===== src/pkg/adps_defines.svh =====
// Timing counts and field widths for the dual-port memory host controller
`ifndef ADPS_DEFINES_SVH
`define ADPS_DEFINES_SVH
`define ADPS_CLK_PERIOD_NS 40
`define ADPS_ADDR_W 12
`define ADPS_DATA_W 8
// Fastest-grade timing figures in ns
`define ADPS_T_RC_NS 20
`define ADPS_T_WP_NS 15
`define ADPS_T_WZ_NS 15
`define ADPS_T_DW_NS 15
`define ADPS_T_AA_NS 20
`define ADPS_T_WDD_NS 40
`define ADPS_DATA_TO_PEER_DATA_DELAY_NS 30
`define ADPS_DESELECT_BEFORE_RETENTION_NS 0
// Least times round up, never below one cycle
`define ADPS_CYC_UP(ns) ((((ns) + `ADPS_CLK_PERIOD_NS - 1) / `ADPS_CLK_PERIOD_NS) < 1 ? 1 : \
    (((ns) + `ADPS_CLK_PERIOD_NS - 1) / `ADPS_CLK_PERIOD_NS))
`define ADPS_RD_CYC `ADPS_CYC_UP(`ADPS_T_RC_NS)
`define ADPS_WP_CYC `ADPS_CYC_UP(`ADPS_T_WZ_NS + `ADPS_T_DW_NS)
`define ADPS_XP_CYC `ADPS_CYC_UP(`ADPS_T_WDD_NS)
`define ADPS_REC_CYC `ADPS_CYC_UP(`ADPS_T_RC_NS)
`endif


===== src/pkg/adps_pkg.sv =====
// Types for the dual-port memory host controller
`default_nettype none
package adps_pkg;
    typedef enum logic [5:0] {
        ADPS_IDLE = 6'h01,
        ADPS_RD = 6'h02,
        ADPS_WR_SET = 6'h04,
        ADPS_WR = 6'h08,
        ADPS_WR_END = 6'h10,
        ADPS_RET = 6'h20
    } adps_state_e;
endpackage : adps_pkg
`default_nettype wire


===== src/pkg/adps_cnt_if.sv =====
// Interface between the sequencer and its cycle timer
`default_nettype none
interface adps_cnt_if;
    logic load;
    logic [3:0] value;
    logic done;
    modport ctl (output load, output value, input done);
    modport tmr (input load, input value, output done);
endinterface : adps_cnt_if
`default_nettype wire


===== src/rtl/adps_host.sv =====
// Host controller driving one port of an asynchronous dual-port memory
`include "adps_defines.svh"
`default_nettype none
module adps_host
    import adps_pkg::*;
#(
    parameter int ADDR_W = `ADPS_ADDR_W,
    parameter int DATA_W = `ADPS_DATA_W
) (
    input wire logic clk,
    input wire logic sys_rst,
    input wire logic req_valid,
    output logic req_ready,
    input wire logic req_write,
    input wire logic [ADDR_W-1:0] req_addr,
    input wire logic [DATA_W-1:0] req_wdata,
    input wire logic retain_req,
    output logic retain_active,
    output logic rsp_valid,
    output logic [DATA_W-1:0] rsp_rdata,
    output logic mem_sel_n,
    output logic mem_rd_wr_n,
    output logic mem_oe_n,
    output logic [ADDR_W-1:0] mem_addr,
    input wire logic [DATA_W-1:0] port_data_bus_in,
    output logic [DATA_W-1:0] port_data_bus_out,
    output logic port_data_bus_oe_n
);
    adps_state_e state_r, state_nxt;
    logic [ADDR_W-1:0] addr_r;
    logic [DATA_W-1:0] wdata_r, rdata_r;
    logic [DATA_W-1:0] din_s1_r, din_s2_r;
    logic rsp_r, rec_r, rec_nxt;
    adps_cnt_if cnt ();

    adps_timer u_timer (
        .clk(clk),
        .sys_rst(sys_rst),
        .cnt(cnt)
    );

    // Read data crosses from the pins; two flops before use
    always_ff @(posedge clk or posedge sys_rst) begin
        if (sys_rst) begin
            din_s1_r <= '0;
            din_s2_r <= '0;
        end else begin
            din_s1_r <= port_data_bus_in;
            din_s2_r <= din_s1_r;
        end
    end

    // Phase decode as named wires
    wire is_idle = (state_r == ADPS_IDLE);
    wire take = is_idle && req_valid && !retain_req && !rec_r && cnt.done;
    wire go_ret = is_idle && retain_req && cnt.done;
    wire phase_end = cnt.done;

    // Next state: writes are a setup, a pulse and a recovery phase
    always_comb begin
        state_nxt = state_r;
        rec_nxt = rec_r;
        cnt.load = 1'b0;
        cnt.value = 4'h0;
        case (state_r)
            ADPS_IDLE: begin
                if (go_ret) begin
                    state_nxt = ADPS_RET;
                end else if (take && req_write) begin
                    state_nxt = ADPS_WR_SET;
                    cnt.load = 1'b1;
                    cnt.value = 4'h1;
                end else if (take) begin
                    state_nxt = ADPS_RD;
                    cnt.load = 1'b1;
                    cnt.value = 4'((`ADPS_RD_CYC) + 2);
                end else if (rec_r && cnt.done) begin
                    rec_nxt = 1'b0;
                end
            end
            ADPS_RD: begin
                if (phase_end) begin
                    state_nxt = ADPS_IDLE;
                end
            end
            ADPS_WR_SET: begin
                if (phase_end) begin
                    state_nxt = ADPS_WR;
                    cnt.load = 1'b1;
                    cnt.value = 4'(`ADPS_WP_CYC);
                end
            end
            ADPS_WR: begin
                if (phase_end) begin
                    state_nxt = ADPS_WR_END;
                    cnt.load = 1'b1;
                    cnt.value = 4'(`ADPS_XP_CYC);
                end
            end
            ADPS_WR_END: begin
                if (phase_end) begin
                    state_nxt = ADPS_IDLE;
                end
            end
            ADPS_RET: begin
                if (!retain_req) begin
                    state_nxt = ADPS_IDLE;
                    rec_nxt = 1'b1;
                    cnt.load = 1'b1;
                    cnt.value = 4'(`ADPS_REC_CYC);
                end
            end
            default: begin
                state_nxt = ADPS_IDLE;
            end
        endcase
    end

    // Latch the request so pins hold steady through the cycle
    always_ff @(posedge clk or posedge sys_rst) begin
        if (sys_rst) begin
            state_r <= ADPS_IDLE;
            rec_r <= 1'b0;
            addr_r <= '0;
            wdata_r <= '0;
        end else begin
            state_r <= state_nxt;
            rec_r <= rec_nxt;
            if (take) begin
                addr_r <= req_addr;
                wdata_r <= req_wdata;
            end
        end
    end

    // Capture read data at the end of the read phase
    always_ff @(posedge clk or posedge sys_rst) begin
        if (sys_rst) begin
            rdata_r <= '0;
            rsp_r <= 1'b0;
        end else begin
            rsp_r <= (state_r == ADPS_RD) && phase_end;
            if ((state_r == ADPS_RD) && phase_end) begin
                rdata_r <= din_s2_r;
            end
        end
    end

    // Pin decode; address only moves in idle with direction high
    wire in_wr = (state_r == ADPS_WR);
    wire in_rd = (state_r == ADPS_RD);
    wire in_wcyc = (state_r == ADPS_WR_SET) || in_wr || (state_r == ADPS_WR_END);
    assign mem_sel_n = !(in_rd || in_wr);
    assign mem_rd_wr_n = !in_wcyc;
    assign mem_oe_n = !in_rd;
    assign mem_addr = addr_r;
    // Drive data only while the device's outputs are off
    assign port_data_bus_oe_n = !in_wr;
    assign port_data_bus_out = wdata_r;
    assign req_ready = is_idle && !retain_req && !rec_r && cnt.done;
    assign rsp_valid = rsp_r;
    assign rsp_rdata = rdata_r;
    assign retain_active = (state_r == ADPS_RET);
endmodule : adps_host
`default_nettype wire


===== src/rtl/adps_timer.sv =====
// Down counter that times each phase of a memory cycle
`default_nettype none
module adps_timer (
    input wire logic clk,
    input wire logic sys_rst,
    adps_cnt_if.tmr cnt
);
    logic [3:0] cnt_r;
    // Load wins over counting so back-to-back phases stay exact
    always_ff @(posedge clk or posedge sys_rst) begin
        if (sys_rst) begin
            cnt_r <= 4'h0;
        end else if (cnt.load) begin
            cnt_r <= cnt.value;
        end else if (cnt_r != 4'h0) begin
            cnt_r <= cnt_r - 4'h1;
        end
    end
    // Done reads only the count: the sequencer's load is decoded from it
    assign cnt.done = (cnt_r == 4'h0);
endmodule : adps_timer
`default_nettype wire


===== config.mk =====
export PLATFORM = sky130hd
export DESIGN_NAME = adps_host
export DESIGN_NICKNAME = d
export VERILOG_FILES = /design/src/pkg/adps_pkg.sv /design/src/pkg/adps_cnt_if.sv /design/src/rtl/adps_host.sv /design/src/rtl/adps_timer.sv
export VERILOG_INCLUDE_DIRS = /design/src /design/src/pkg
export SDC_FILE = /design/constraint.sdc
export NUM_CORES = 1
export LEC_CHECK = 0
export ABC_AREA = 1
export BUFFER_PORTS_ARGS = -buffer_cell sky130_fd_sc_hd__buf_2
export CAP_MARGIN = 10
export CELL_PAD_IN_SITES_DETAIL_PLACEMENT = 1
export CELL_PAD_IN_SITES_GLOBAL_PLACEMENT = 2
export CORE_MARGIN = 5
export CORE_UTILIZATION = 30
export CTS_BUF_LIST = sky130_fd_sc_hd__clkbuf_2
export DETAILED_ROUTE_END_ITERATION = 10
export GPL_TIMING_DRIVEN = 0
export PLACE_DENSITY = 0.86
export SLEW_MARGIN = 20
export SYNTH_ARGS = -nofsm -noshare
export SYNTH_HDL_FRONTEND = slang
export SYNTH_SLANG_ARGS = --single-unit

===== constraint.sdc =====
create_clock -name clk -period 1.5 [get_ports clk]
set_input_delay 0.15 -clock clk [delete_from_list [all_inputs] [get_ports clk]]
set_output_delay 0.15 -clock clk [all_outputs]
set_load 0.01 [all_outputs]

---- After elaboration in Yosys (flattened, before gate mapping) ----
Cells that the tools add are included.
word-level totals
  bits in latches ......................... 0
  memories kept ........................... 0
  output and inout bits ................... 35
  memory bits (read-only) ................. 0
  word-level logic and storage cells ...... 82
  bits in registers ....................... 56
  RAM bits ................................ 0
  input bits .............................. 33
operators by class
  multiply operators ...................... 0
  div/mod/pow operators ................... 0
  shift-type cells ........................ 0
  reduce and logical (&&, ||, !) cells .... 29
  magnitude comparators ................... 0
  add/sub/neg operators ................... 1
  equal/unequal tests ..................... 15
  bitwise operators ....................... 0
  mux-type cells .......................... 28
operator list
  cell                                                   number
  two-way mux 6 bit                                      7
  case mux 6 bit (5 select lines)                        1
  logical AND 1 bit                                      12
  two-way mux 1 bit                                      12
  inequality test 2 bit, second input constant           6
  two-way mux 4 bit                                      2
  == test 6 x 1 -> 1 bit, second input constant          1
  == test 6 x 2 -> 1 bit, second input constant          1
  == test 6 x 3 -> 1 bit, second input constant          1
  == test 6 x 4 -> 1 bit, second input constant          1
  == test 6 x 5 -> 1 bit, second input constant          1
  == test 6 bit, second input constant                   1
  zero test 1 bit                                        6
  two-way mux 2 bit                                      3
  case mux 2 bit (3 select lines)                        1
  AND reduction 6 bit                                    1
  AND reduction 5 bit                                    1
  zero test 4 bit                                        1
  inequality test 2 x 1 -> 1 bit, second input constant  2
  inequality test 4 x 1 -> 1 bit, second input constant  1
  nonzero test 2 bit                                     2
  nonzero test 4 bit                                     1
  OR reduction 2 bit                                     2
  subtractor 4 x 1 -> 4 bit, second input constant       1
  3 further kinds                                        5

---- Logic depth before layout (Yosys ltp) ----
Gate-level depths: netlist (run 1).
  depth after elaboration ................. 10
  gate-level depth with buffers ........... 10
  gate-level depth less buffers ........... 10

---- Modules after synthesis ----
Synthesis (run 1) repeated with hierarchy kept, for this count alone.
unflattened totals
  cell total of the unflattened synthesis .. 255
  area, all modules ....................... 2308.5 um^2
by module, submodules not included
  module      instances  area an instance (um^2)  cells each  sequential area each (um^2)
  adps_host   1          2049.5                   217         1302.5
  adps_timer  1          259.0                    38          100.1

---- Worst setup path after synthesis (run 1) ----
Ideal clock, no wire load.
  path type ............................... flip-flop to flip-flop
  from .................................... register u_timer.cnt_r[0]
  to ...................................... register addr_r[0] (netlist: mem_addr[0])
  library setup time ...................... 0.125 ns
  period minus slack after synthesis ...... 1.568 ns
  stages on the path, launching flop included .. 8
  required time ........................... 1.375 ns
  arrival ................................. 1.443 ns
  slack ................................... -0.068 ns
  path buffers ............................ 1
  cell sequence ........................... dfrtp_1 -> inv_1 -> ha_1 -> nand2_1 -> nor2_1 -> nand3_4 -> buf_6 -> mux2_4
on the way
  cells in the longest elaborated chain, start to end .. 2
ends and longest elaborated chain
  element                 line              text
  start, declared         adps_timer.sv:8   logic [3:0] cnt_r;
  start signal, assigned  adps_timer.sv:14  cnt_r <= cnt.value;
  start signal, assigned  adps_timer.sv:16  cnt_r <= cnt_r - 4'h1;
  zero test 4 bit         adps_timer.sv:20  assign cnt.done = (cnt_r == 4'h0);
  logical AND 1 bit       adps_host.sv:55   wire take = is_idle && req_valid && !retain_req && !rec_r && cnt.done;
  end signal, assigned    adps_host.sv:130  addr_r <= req_addr;
  end, declared           adps_host.sv:30   logic [ADDR_W-1:0] addr_r;
Every way passes these cells.
A chain may end at the register's enable or synchronous reset.

---- Worst setup path after layout (run 1) ----
  from .................................... register state_r[1]
  to ...................................... output mem_sel_n
on the way
  cells in the longest elaborated chain, start to end .. 3
  elaborated cells between the ends (all ways) .. 4
  classes of those cells .................. eq/ne (2); reduce/logical (2)
ends and longest elaborated chain
  element                                                           line                                text
  start, declared                                                   adps_host.sv:29                     adps_state_e state_r, state_nxt;
  start signal, assigned                                            adps_host.sv:127                    state_r <= state_nxt;
  == test 6 x 2 -> 1 bit or == test 6 x 4 -> 1 bit (tied branches)  adps_host.sv:151, adps_host.sv:150
  logical OR 1 bit *                                                adps_host.sv:153                    assign mem_sel_n = !(in_rd || in_wr);
  zero test 1 bit *                                                 adps_host.sv:153
  end, declared                                                     adps_host.sv:21                     output logic mem_sel_n,
Every way passes the cells marked *; elsewhere a longest branch is shown, timed or not.

==> results.txt, run 1 <==
----------------------------------------------------
[Placement]
  HPWL after detailed placement ... between 3 and 4 mm
  Routability Congestion ... 0.7782
  I/O Buffers ... 67

[Global routing]
  Initial antenna violation count ... 0
  Vias in the first global route ... around 2.1k
  First-pass GRT wire length ... between 10 and 15 mm
  Global-route congestion overflow total ... 0
  Total track usage ... 13.21%
  Maximum number of pins on one net before global-route repair ... 33

[Synth]
  Yosys warnings ... 0
  Number of synthesized register bits ... 56
  Cell count after synthesis ... around 200
  Net count after synthesis ... approximately 230
  Synthesized area divided by synthesized cell count ... 11.44 um2
  Total standard cell area after synthesis ... between 2000 and 2500 um2
  Sequential fraction of the synthesis area ... 61.59%
  Yosys cell types ... 25

[STA]
  Post-layout worst setup margin ... -0.3523 ns
  Worst rel slew slack ... between 60% and 70%
  Worst-Margin Slew ... between 0.5 and 0.6 ns
  Clk_skew ... 0.01714 ns
  Number of hold violations in the final report ... 0
  # setup viols final ... 44
  Total negative slack ... -7.925 ns
  Final worst-path cycle share ... 123.5%
  Min Clock Period, post-route ... about 1.9 ns
  Final max-slew violation count ... 0
  Highest Clock Rate ... ~540 MHz
  RSZ-0062 raised after global routing ... true

[Status]
  Status ... finished with violations
  Violations in the final reports ... setup timing

[Die]
  Die span in y ... 97.13 um
  I/O pins ... 68
  Core ar. ... 7331 um2
  Initial Utilization ... just over 30%
  Die outline area ... 9433 um2
  Horizontal extent of the die ... 97.13 um
  FP Rows ... 31

[CTS]
  Worst-skew pair later-pin latency ... 0.44 ns
  Clock transition at path regs ... 0.29 ns
  Total clock buffers created by CTS ... 5
  H-tree Lvls ... 2
  Max clock buf depth ... 2
  Total clock sinks ... 56
  CTS root buf ... sky130_fd_sc_hd__clkbuf_2
  Clock tree from TritonCTS ... done

[Setup path]
  Endpoint required time on the critical path ... about 1.4 ns
  Critical path peak fanout ... 4
  Startpoint type of the worst setup path ... flip-flop
  Arrival time of the worst setup path ... between 1.5 and 2 ns
  Worst setup EP type ... primary output
  Worst setup path class ... reg2out

[Route]
  DRT Pass-1 Iters ... 3
  Detailed-route wire length per cell ... 14.33 um
  DRT Wirelength ... between 6 and 7 mm
  Detailed-route via count ... 1945
  DRC violation count after routing ... 0
  ANT nets after route ... 0
  1st-iter DRT viols ... 56
  Avg Vias per Cell ... 4.371

[Power and ir drop]
  Power per cell area ... approximately 1400 nW/um2
  Total power of the final layout ... 0.005176 W
  Reported leakage power ... 1.986 nW
  Largest voltage drop on the vdd net ... between 0.0008 and 0.0009 V

[Final layout]
  NumNets Final ... 379
  Commonest non-fill, non-tap cells in the layout ... 64 x sky130_fd_sc_hd__buf_2, 53 x sky130_fd_sc_hd__dfrtp_1, 31 x sky130_fd_sc_hd__dlygate4sd3_1, 30 x sky130_fd_sc_hd__nand2_1, 30 x sky130_fd_sc_hd__buf_4
  Area Growth Syn to Fin ... 62.36%
  Fraction of layout cells with a size suffix above 1 ... 54.62%
  Commonest non-fill, non-tap cell in the layout ... sky130_fd_sc_hd__buf_2
  Antenna diode count ... 0

[Min path]
  Tightest Hold Check Type ... in2reg

[Run]
  Number of violations of the max-capacitance limit ... 0

----------------------------------------------------
-- final timing paths --
check                                     endpoint  slack (ns)  cells past startpoint                   start
min                         state_r[1]$_DFFE_PP0P_        0.08                      5               req_valid
max                                      mem_sel_n       -0.35                      6  state_r[1]$_DFFE_PP0P_
min in group asynchronous  mem_addr[4]$_DFFE_PP0N_        0.27                      3                 sys_rst
max in group asynchronous   state_r[0]$_DFFE_PP1P_        0.64                      4                 sys_rst
max reg2reg                      rec_r$_DFFE_PP0P_       -0.27                     10  state_r[4]$_DFFE_PP0P_
min reg2reg                  din_s2_r[0]$_DFF_PP0_        0.37                      0   din_s1_r[0]$_DFF_PP0_
-- metal layers --
layer	GRT usage, %	vias to the layer above	wire length, um
li1	-	941	-
met1	15.53	949	2578
met2	23.99	52	3439
met3	3.733	3	339
met4	2.592	0	21
met5	0	-	0
-- stage by stage --
stage	hold slack, ns	util, %	area, um2	setup slack (ns)	cells
5_1_grt	0.05739	50.44	3697	-0.4807	445
3_3_place_gp	0.2590	37.63	2759	-0.2918	365
6_report	0.08046	50.44	3697	-0.3523	445
4_1_cts	0.04080	48.13	3528	-0.3209	435
2_1_floorplan	0.1814	-	2300	-0.01715	199
3_5_place_dp	0.2422	37.91	2779	-0.3247	366
-- critical path, stage by stage, from the launching register on --
cell and delay, ns:
sky130_fd_sc_hd__dfrtp_2 0.51, sky130_fd_sc_hd__nor2_4 0.16, sky130_fd_sc_hd__nand4_1 0.20, sky130_fd_sc_hd__buf_4 0.20, sky130_fd_sc_hd__nand2_2 0.05, sky130_fd_sc_hd__inv_2 0.03, sky130_fd_sc_hd__buf_6 0.11
-- cell type report --
class | instances | area, um2
repair buffers | 139 | 1044
clock inverters | 3 | 26.28
flip-flops and latches | 56 | 1405
fillers | 813 | 3633
well taps | 99 | 123.9
plain buffers | 3 | 46.29
multi-input cells | 121 | 942.2
clock buffers | 5 | 25.02
inverters | 19 | 85.08
-- timing repair --
item	4_1_cts	5_1_grt
gates cloned	1	1
resized for setup	35	31
hold buffers	31	0
pin swaps	11	22
hold endpoints to repair	57	0
setup endpoints to repair	44	44
setup buffers	30	10
-- power by group --
| group | leakage (nW) | switching, W | internal, W |
|---|---|---|---|
| Combinational | 1.24 | 0.00114 | 0.00130 |
| Clock | 0.0335 | 0.000500 | 0.000130 |
| Sequential | 0.710 | 0.000217 | 0.00189 |
-- synth_stat cells --
master                      n  area [um2]
sky130_fd_sc_hd__dfrtp_1   55        1376
sky130_fd_sc_hd__nand2_1   49       183.9
sky130_fd_sc_hd__inv_1     19       71.32
sky130_fd_sc_hd__mux2_4    14       210.2
sky130_fd_sc_hd__nand3_1   13       65.06
sky130_fd_sc_hd__nor2_1    12       45.04
sky130_fd_sc_hd__mux2_2     6       67.56
sky130_fd_sc_hd__nand4_1    6       37.54
sky130_fd_sc_hd__nor2_4     3       33.78
sky130_fd_sc_hd__a21oi_1    2       10.01
sky130_fd_sc_hd__buf_6      2       22.52
sky130_fd_sc_hd__nand3b_1   2       15.01
sky130_fd_sc_hd__nor3_1     2       10.01
sky130_fd_sc_hd__o21ai_0    2       10.01
sky130_fd_sc_hd__o22ai_1    2       12.51
sky130_fd_sc_hd__a21boi_2   1       11.26
sky130_fd_sc_hd__a31oi_1    1       6.260
sky130_fd_sc_hd__buf_2      1       5.000
sky130_fd_sc_hd__dfstp_2    1       26.28
sky130_fd_sc_hd__ha_1       1       12.51
sky130_fd_sc_hd__nand2_2    1       6.260
sky130_fd_sc_hd__nand3_4    1       17.52
sky130_fd_sc_hd__nor2_2     1       6.260
sky130_fd_sc_hd__or2_2      1       6.260
sky130_fd_sc_hd__xor2_1     1       8.760
-- flip-flops by register name (all words and copies together), names as in the netlist --
name,count
rsp_valid,1
port_data_bus_out,8
din_s1_r,8
mem_addr,12
rec_r,1
rsp_rdata,8
state_r,6
din_s2_r,8
u_timer.cnt_r,4
-- logic make-up after synthesis --
| family | share of synthesized area, % |
|---|---|
| buffers and inverters | 4.340 |
| AOI/OAI and AO/OA | 2.198 |
| xor gates and xnor gates | 0.3847 |
| muxes | 12.20 |
| DFF | 61.59 |
| adders and majority gates | 0.5494 |
| and+or+nand+nor | 18.74 |
No activity file was read; power rests on OpenSTA's default activity.
==> inputs of run 2 (changes only) <==
--- a/config.mk
+++ b/config.mk
@@ -10,9 +10,9 @@
 export BUFFER_PORTS_ARGS = -buffer_cell sky130_fd_sc_hd__buf_2
 export CAP_MARGIN = 10
 export CELL_PAD_IN_SITES_DETAIL_PLACEMENT = 1
-export CELL_PAD_IN_SITES_GLOBAL_PLACEMENT = 2
+export CELL_PAD_IN_SITES_GLOBAL_PLACEMENT = 1
 export CORE_MARGIN = 5
-export CORE_UTILIZATION = 30
+export CORE_UTILIZATION = 37
 export CTS_BUF_LIST = sky130_fd_sc_hd__clkbuf_2
 export DETAILED_ROUTE_END_ITERATION = 10
 export GPL_TIMING_DRIVEN = 0
==> results.txt, run 2 (same netlist as run 1, synthesis figures left out) <==
----------------------------------------------------
[Status]
  Status ... finished with violations
  Violations in the final reports ... setup timing

[Die]
  Die outline area ... 7823 um2
  Horizontal extent of the die ... 88.45 um
  Core ar. ... between 5000 and 6000 um2
  Initial Utilization ... 38.24%
  I/O pins ... 68
  Die span in y ... 88.45 um
  FP Rows ... 28

[CTS]
  Total clock sinks ... 56
  H-tree Lvls ... 2
  Worst-skew pair later-pin latency ... 0.47 ns
  Total clock buffers created by CTS ... 5
  Clock tree from TritonCTS ... done
  Clock transition at path regs ... 0.29 ns
  Max clock buf depth ... 2
  CTS root buf ... sky130_fd_sc_hd__clkbuf_2

[Setup path]
  Worst setup EP type ... flip-flop
  Arrival time of the worst setup path ... 2.28 ns
  Worst setup path class ... reg2reg
  Endpoint required time on the critical path ... 1.88 ns
  Startpoint type of the worst setup path ... flip-flop
  Launch point of the critical path ... state_r[0]$_DFFE_PP1P_
  RR Startpoint ... state_r[0]$_DFFE_PP1P_
  Number of cells on the worst reg-to-reg path ... 7
  Critical path peak fanout ... 5

[Final layout]
  Fraction of layout cells with a size suffix above 1 ... a little over half
  Number of flip-flops in the largest register ... 12
  Commonest non-fill, non-tap cell in the layout ... sky130_fd_sc_hd__buf_2
  Area Growth Syn to Fin ... 62.53%
  Commonest non-fill, non-tap cells in the layout ... 64 x sky130_fd_sc_hd__buf_2, 53 x sky130_fd_sc_hd__dfrtp_1, 40 x sky130_fd_sc_hd__nand2_1, 32 x sky130_fd_sc_hd__dlygate4sd3_1, 27 x sky130_fd_sc_hd__buf_4
  Final Cell Area ... 3701 um2
  NumNets Final ... 379
  Antenna diode count ... 0
  Utilization after layout ... 62.14%

[STA]
  RSZ-0062 raised after global routing ... true
  Min Clock Period, post-route ... 1.905 ns
  Worst rel slew slack ... 59.28%
  # setup viols final ... 40
  Post-layout worst setup margin ... -0.4047 ns
  Clk_skew ... ~0.033 ns
  Worst-Margin Slew ... 0.6095 ns
  Number of hold violations in the final report ... 0
  Final worst-path cycle share ... 127.0%
  Final max-slew violation count ... 0
  Highest Clock Rate ... 525.0 MHz

[Route]
  DRT Wirelength ... 7.859 mm
  1st-iter DRT viols ... 83
  ANT nets after route ... 0
  Avg Vias per Cell ... about 5
  Detailed-route wire length per cell ... 18.67 um
  DRT Pass-1 Iters ... 4
  DRC violation count after routing ... 0
  Detailed-route via count ... 2110

[Power and ir drop]
  Reported leakage power ... around 2.0 nW
  Power per cell area ... 1489 nW/um2
  Largest voltage drop on the vdd net ... 0.0007394 V

[Placement]
  I/O Buffers ... 67
  Post-place setup slack ... -0.2449 ns
  Routability Congestion ... approximately 0.78
  HPWL after detailed placement ... 4.137 mm
  Placement-stage cell area ... 2749 um2

[Global routing]
  Initial antenna violation count ... 0
  Total track usage ... 20.52%
  Global-route congestion overflow total ... 0
  First-pass GRT wire length ... roughly 12 mm
  Maximum number of pins on one net before global-route repair ... 32
  Vias in the first global route ... 2352

[Min path]
  Hold path start ... retain_req
  Tightest Hold Check Type ... in2reg
  Worst Hold Depth ... 3

[Run]
  Number of violations of the max-capacitance limit ... 0

----------------------------------------------------
[run 2: area by class of cell]
type	count	area [um2]
fill	665	2255
inverter	19	82.58
clock buffer	5	25.02
tap	75	93.84
clock inverter	3	25.02
sequential	56	1405
buffer	3	46.29
timing repair buffer	139	1074
multi-input combinational	121	949.7
[run 2: critical path, cell delays in order (launching register included)]
cell and delay (ns):
sky130_fd_sc_hd__dfstp_2 0.66, sky130_fd_sc_hd__buf_4 0.14, sky130_fd_sc_hd__nand2_2 0.06, sky130_fd_sc_hd__nor2_4 0.19, sky130_fd_sc_hd__nand3_4 0.18, sky130_fd_sc_hd__buf_12 0.19, sky130_fd_sc_hd__buf_12 0.13, sky130_fd_sc_hd__mux2_4 0.29
[run 2: per-layer routing]
metal | share of wire [%] | track usage, % | up-vias
met5 | 0 | 0 | -
met3 | 4.1 | 3.073 | 37
met1 | 36 | 22.37 | 1054
met4 | 5.5 | 8.654 | 0
met2 | 55 | 39.16 | 83
li1 | - | - | 936
[run 2: worst paths after layout]
kind,endpoint,slack (ns)
hold reg to reg,din_s2_r[1]$_DFF_PP0_,0.36
min in group asynchronous,din_s1_r[3]$_DFF_PP0_,0.24
setup reg to reg,port_data_bus_out[7]$_DFFE_PP0N_,-0.40
max in group asynchronous,state_r[0]$_DFFE_PP1P_,0.61
setup / recovery,port_data_bus_out[7]$_DFFE_PP0N_,-0.40
hold / removal,state_r[5]$_DFFE_PP0P_,0.10
[run 2: per-stage QoR]
step | total power (W) | setup TNS, ns | instances | hold WS [ns]
2_1_floorplan | 0.003228 | -0.1963 | 199 | 0.1814
3_3_place_gp | 0.003698 | -5.559 | 341 | 0.2586
3_5_place_dp | 0.003810 | -6.872 | 342 | 0.2574
4_1_cts | 0.004999 | -8.859 | 411 | 0.03727
5_1_grt | 0.005821 | -13.55 | 421 | 0.08778
6_report | 0.005510 | -10.88 | 421 | 0.1016
[run 2: power by group]
group          internal [W]  total (W)  switching, W
Clock              0.000128   0.000642      0.000514
Combinational       0.00137    0.00274       0.00137
Sequential          0.00189    0.00213      0.000239
Total               0.00339    0.00551       0.00212
[run 2: repair_timing]
action                                 in CTS  in global routing
buffers inserted                           27                 13
endpoints found under the hold margin      57                  0
hold buffers                               32                  0
setup endpoints to repair                  44                 45
resized for setup                          42                 23
pin swaps                                  14                 11
cloned                                      2                  0
==> inputs of run 3 (changes only) <==
--- a/config.mk
+++ b/config.mk
@@ -9,9 +9,9 @@
 export ABC_AREA = 1
 export BUFFER_PORTS_ARGS = -buffer_cell sky130_fd_sc_hd__buf_2
 export CAP_MARGIN = 10
-export CELL_PAD_IN_SITES_DETAIL_PLACEMENT = 1
+export CELL_PAD_IN_SITES_DETAIL_PLACEMENT = 0
 export CELL_PAD_IN_SITES_GLOBAL_PLACEMENT = 1
-export CORE_MARGIN = 5
+export CORE_MARGIN = 2
 export CORE_UTILIZATION = 37
 export CTS_BUF_LIST = sky130_fd_sc_hd__clkbuf_2
 export DETAILED_ROUTE_END_ITERATION = 10
==> results.txt, run 3 (same netlist as run 1, synthesis figures left out) <==
----------------------------------------------------
[CTS]
  H-tree Lvls ... 2
  Total clock buffers created by CTS ... 5
  CTS root buf ... sky130_fd_sc_hd__clkbuf_2
  Total clock sinks ... 56
  Clock transition at path regs ... about 0.31 ns
  Worst-skew pair later-pin latency ... 0.45 ns
  Clock tree from TritonCTS ... done
  Max clock buf depth ... 2

[Setup path]
  Worst setup path class ... reg2out
  Stage delay of the slowest cell on the critical path ... 0.53 ns
  Critical-path cell list ... nor2_4 -> nand4_1 -> buf_4 -> nand2_2 -> inv_2 -> buf_6
  Highest-delay cell along the critical path ... sky130_fd_sc_hd__dfrtp_2
  Startpoint type of the worst setup path ... flip-flop
  Arrival time of the worst setup path ... 1.69 ns
  Endpoint required time on the critical path ... 1.35 ns
  Critical path peak fanout ... 5
  Worst setup EP type ... primary output

[Die]
  Die outline area ... a little under 7000 um2
  I/O pins ... 68
  Horizontal extent of the die ... 82.45 um
  Die span in y ... 82.45 um
  Core ar. ... 5921 um2
  Initial Utilization ... 38.46%
  FP Rows ... 28

[Global routing]
  Global-route congestion overflow total ... 0
  Initial antenna violation count ... 0
  Maximum number of pins on one net before global-route repair ... 33
  Vias in the first global route ... between 1.5k and 2k
  First-pass GRT wire length ... 8.935 mm
  Total track usage ... 17.84%

[Final layout]
  Fraction of layout cells with a size suffix above 1 ... 50.00%
  Commonest non-fill, non-tap cells in the layout ... 63 x sky130_fd_sc_hd__buf_2, 54 x sky130_fd_sc_hd__dfrtp_1, 44 x sky130_fd_sc_hd__nand2_1, 32 x sky130_fd_sc_hd__dlygate4sd3_1, 24 x sky130_fd_sc_hd__buf_4
  Sequential standard cell area ... around 1400 um2
  Area Growth Syn to Fin ... 57.64%
  Number of flip-flops in the largest register ... 12
  Antenna diode count ... 0
  Commonest non-fill, non-tap cell in the layout ... sky130_fd_sc_hd__buf_2
  Count of filler cells inserted in the layout ... between 400 and 500
  Final Cell Area ... 3590 um2
  NumNets Final ... 371
  Utilization after layout ... 60.63%
  Multi-input logic area ... roughly 930 um2

[Route]
  Detailed-route wire length per cell ... roughly 14 um
  1st-iter DRT viols ... 125
  Avg Vias per Cell ... 4.613
  ANT nets after route ... 0
  DRC violation count after routing ... 0
  DRT Wirelength ... around 5.8 mm
  DRT Pass-1 Iters ... 4
  Detailed-route via count ... 1905

[STA]
  Number of hold violations in the final report ... 0
  Worst-Margin Slew ... 0.5615 ns
  Post-Route Hold Slack ... between 0.2 and 0.25 ns
  Highest Clock Rate ... 544.3 MHz
  Post-layout worst setup margin ... -0.3373 ns
  # setup viols final ... 36
  Final worst-path cycle share ... 122.5%
  Worst rel slew slack ... 62.49%
  Final max-slew violation count ... 0
  RSZ-0062 raised after global routing ... true
  Clk_skew ... roughly 0.019 ns
  Min Clock Period, post-route ... approximately 1.8 ns

[Power and ir drop]
  Total net switching power ... 0.001832 W
  Largest voltage drop on the vdd net ... about 0.0007 V
  Reported leakage power ... just under 2 nW
  Total power of the final layout ... 0.005031 W
  Sequential Power Share ... 41.8%
  Internal cell power ... between 0.003 and 0.004 W
  Part of the total power dissipated in the clock network ... 12.8%
  Power per cell area ... roughly 1400 nW/um2
  Switching power as a share of total power ... 36.42%
  Combinational fraction of design power ... 45.4%

[Placement]
  HPWL after detailed placement ... 3.311 mm
  Routability Congestion ... 0.7985
  I/O Buffers ... 67
  Placement-stage cell area ... 2749 um2
  Post-place setup slack ... -0.2348 ns

[Status]
  Status ... finished with violations
  Violations in the final reports ... setup timing

[Run]
  Number of violations of the max-capacitance limit ... 0

[Min path]
  Tightest Hold Check Type ... in2async

----------------------------------------------------
-- run 3: timing repair --
action,CTS,global route
resized for setup,31,24
pin swaps,8,11
setup endpoints to repair,44,43
cloned,0,0
hold buffers,31,1
hold endpoints to repair,57,1
setup buffers,19,12
-- run 3: per-stage QoR --
stage | instances | setup TNS (ns)
after global routing | 413 | -11.04
after global placement | 341 | -5.783
after floorplan | 199 | -0.1963
final | 413 | -8.111
after CTS | 400 | -3.816
after detailed placement | 342 | -6.140
-- run 3: metal layers --
| metal | wire length [um] | global-route usage [%] | part of all wire (%) |
|---|---|---|---|
| met5 | 0 | 0 | 0 |
| met4 | 87 | 7.167 | 1.5 |
| met3 | 191 | 3.696 | 3.3 |
| met2 | 3210 | 31.05 | 55 |
| met1 | 2314 | 21.50 | 40 |
-- run 3: final timing paths --
path                                             start                               end  slack (ns)  cells past startpoint
worst max-delay path            state_r[1]$_DFFE_PP0P_                         mem_sel_n       -0.34                      6
worst min-delay path                           sys_rst             din_s1_r[2]$_DFF_PP0_        0.24                      3
worst max register to register  state_r[2]$_DFFE_PP0P_  port_data_bus_out[5]$_DFFE_PP0N_       -0.28                      7
worst min register to register   din_s1_r[7]$_DFF_PP0_             din_s2_r[7]$_DFF_PP0_        0.38                      0
max in group asynchronous                      sys_rst            state_r[0]$_DFFE_PP1P_        0.65                      4
min in group clk                   port_data_bus_in[5]             din_s1_r[5]$_DFF_PP0_        0.30                      2
-- run 3: final cells by class --
cell class,count,area share [%]
buffer,3,1.429
clock buffer,5,0.6971
clock inverter,3,0.7668
inverter,19,2.370
multi-input combinational,121,26.04
sequential,56,39.11
tap,75,2.614
timing repair buffer,131,26.98
-- run 3: worst max-delay path, delay by kind of cell (launching register included) --
family / cells / cell delay [ns]
buffers and inverters: 3 / 0.32
flip-flops: 1 / 0.53
AND/OR/NAND/NOR: 3 / 0.39
-- run 3: power by group through the flow --
stage	logic [W]	registers, W	clock network [W]
global placement	0.00159	0.00209	0
finish	0.00228	0.00210	0.000646
global route	0.00249	0.00215	0.000723
CTS	0.00206	0.00209	0.000665
floorplan	0.00101	0.00222	0
detailed placement	0.00163	0.00210	0
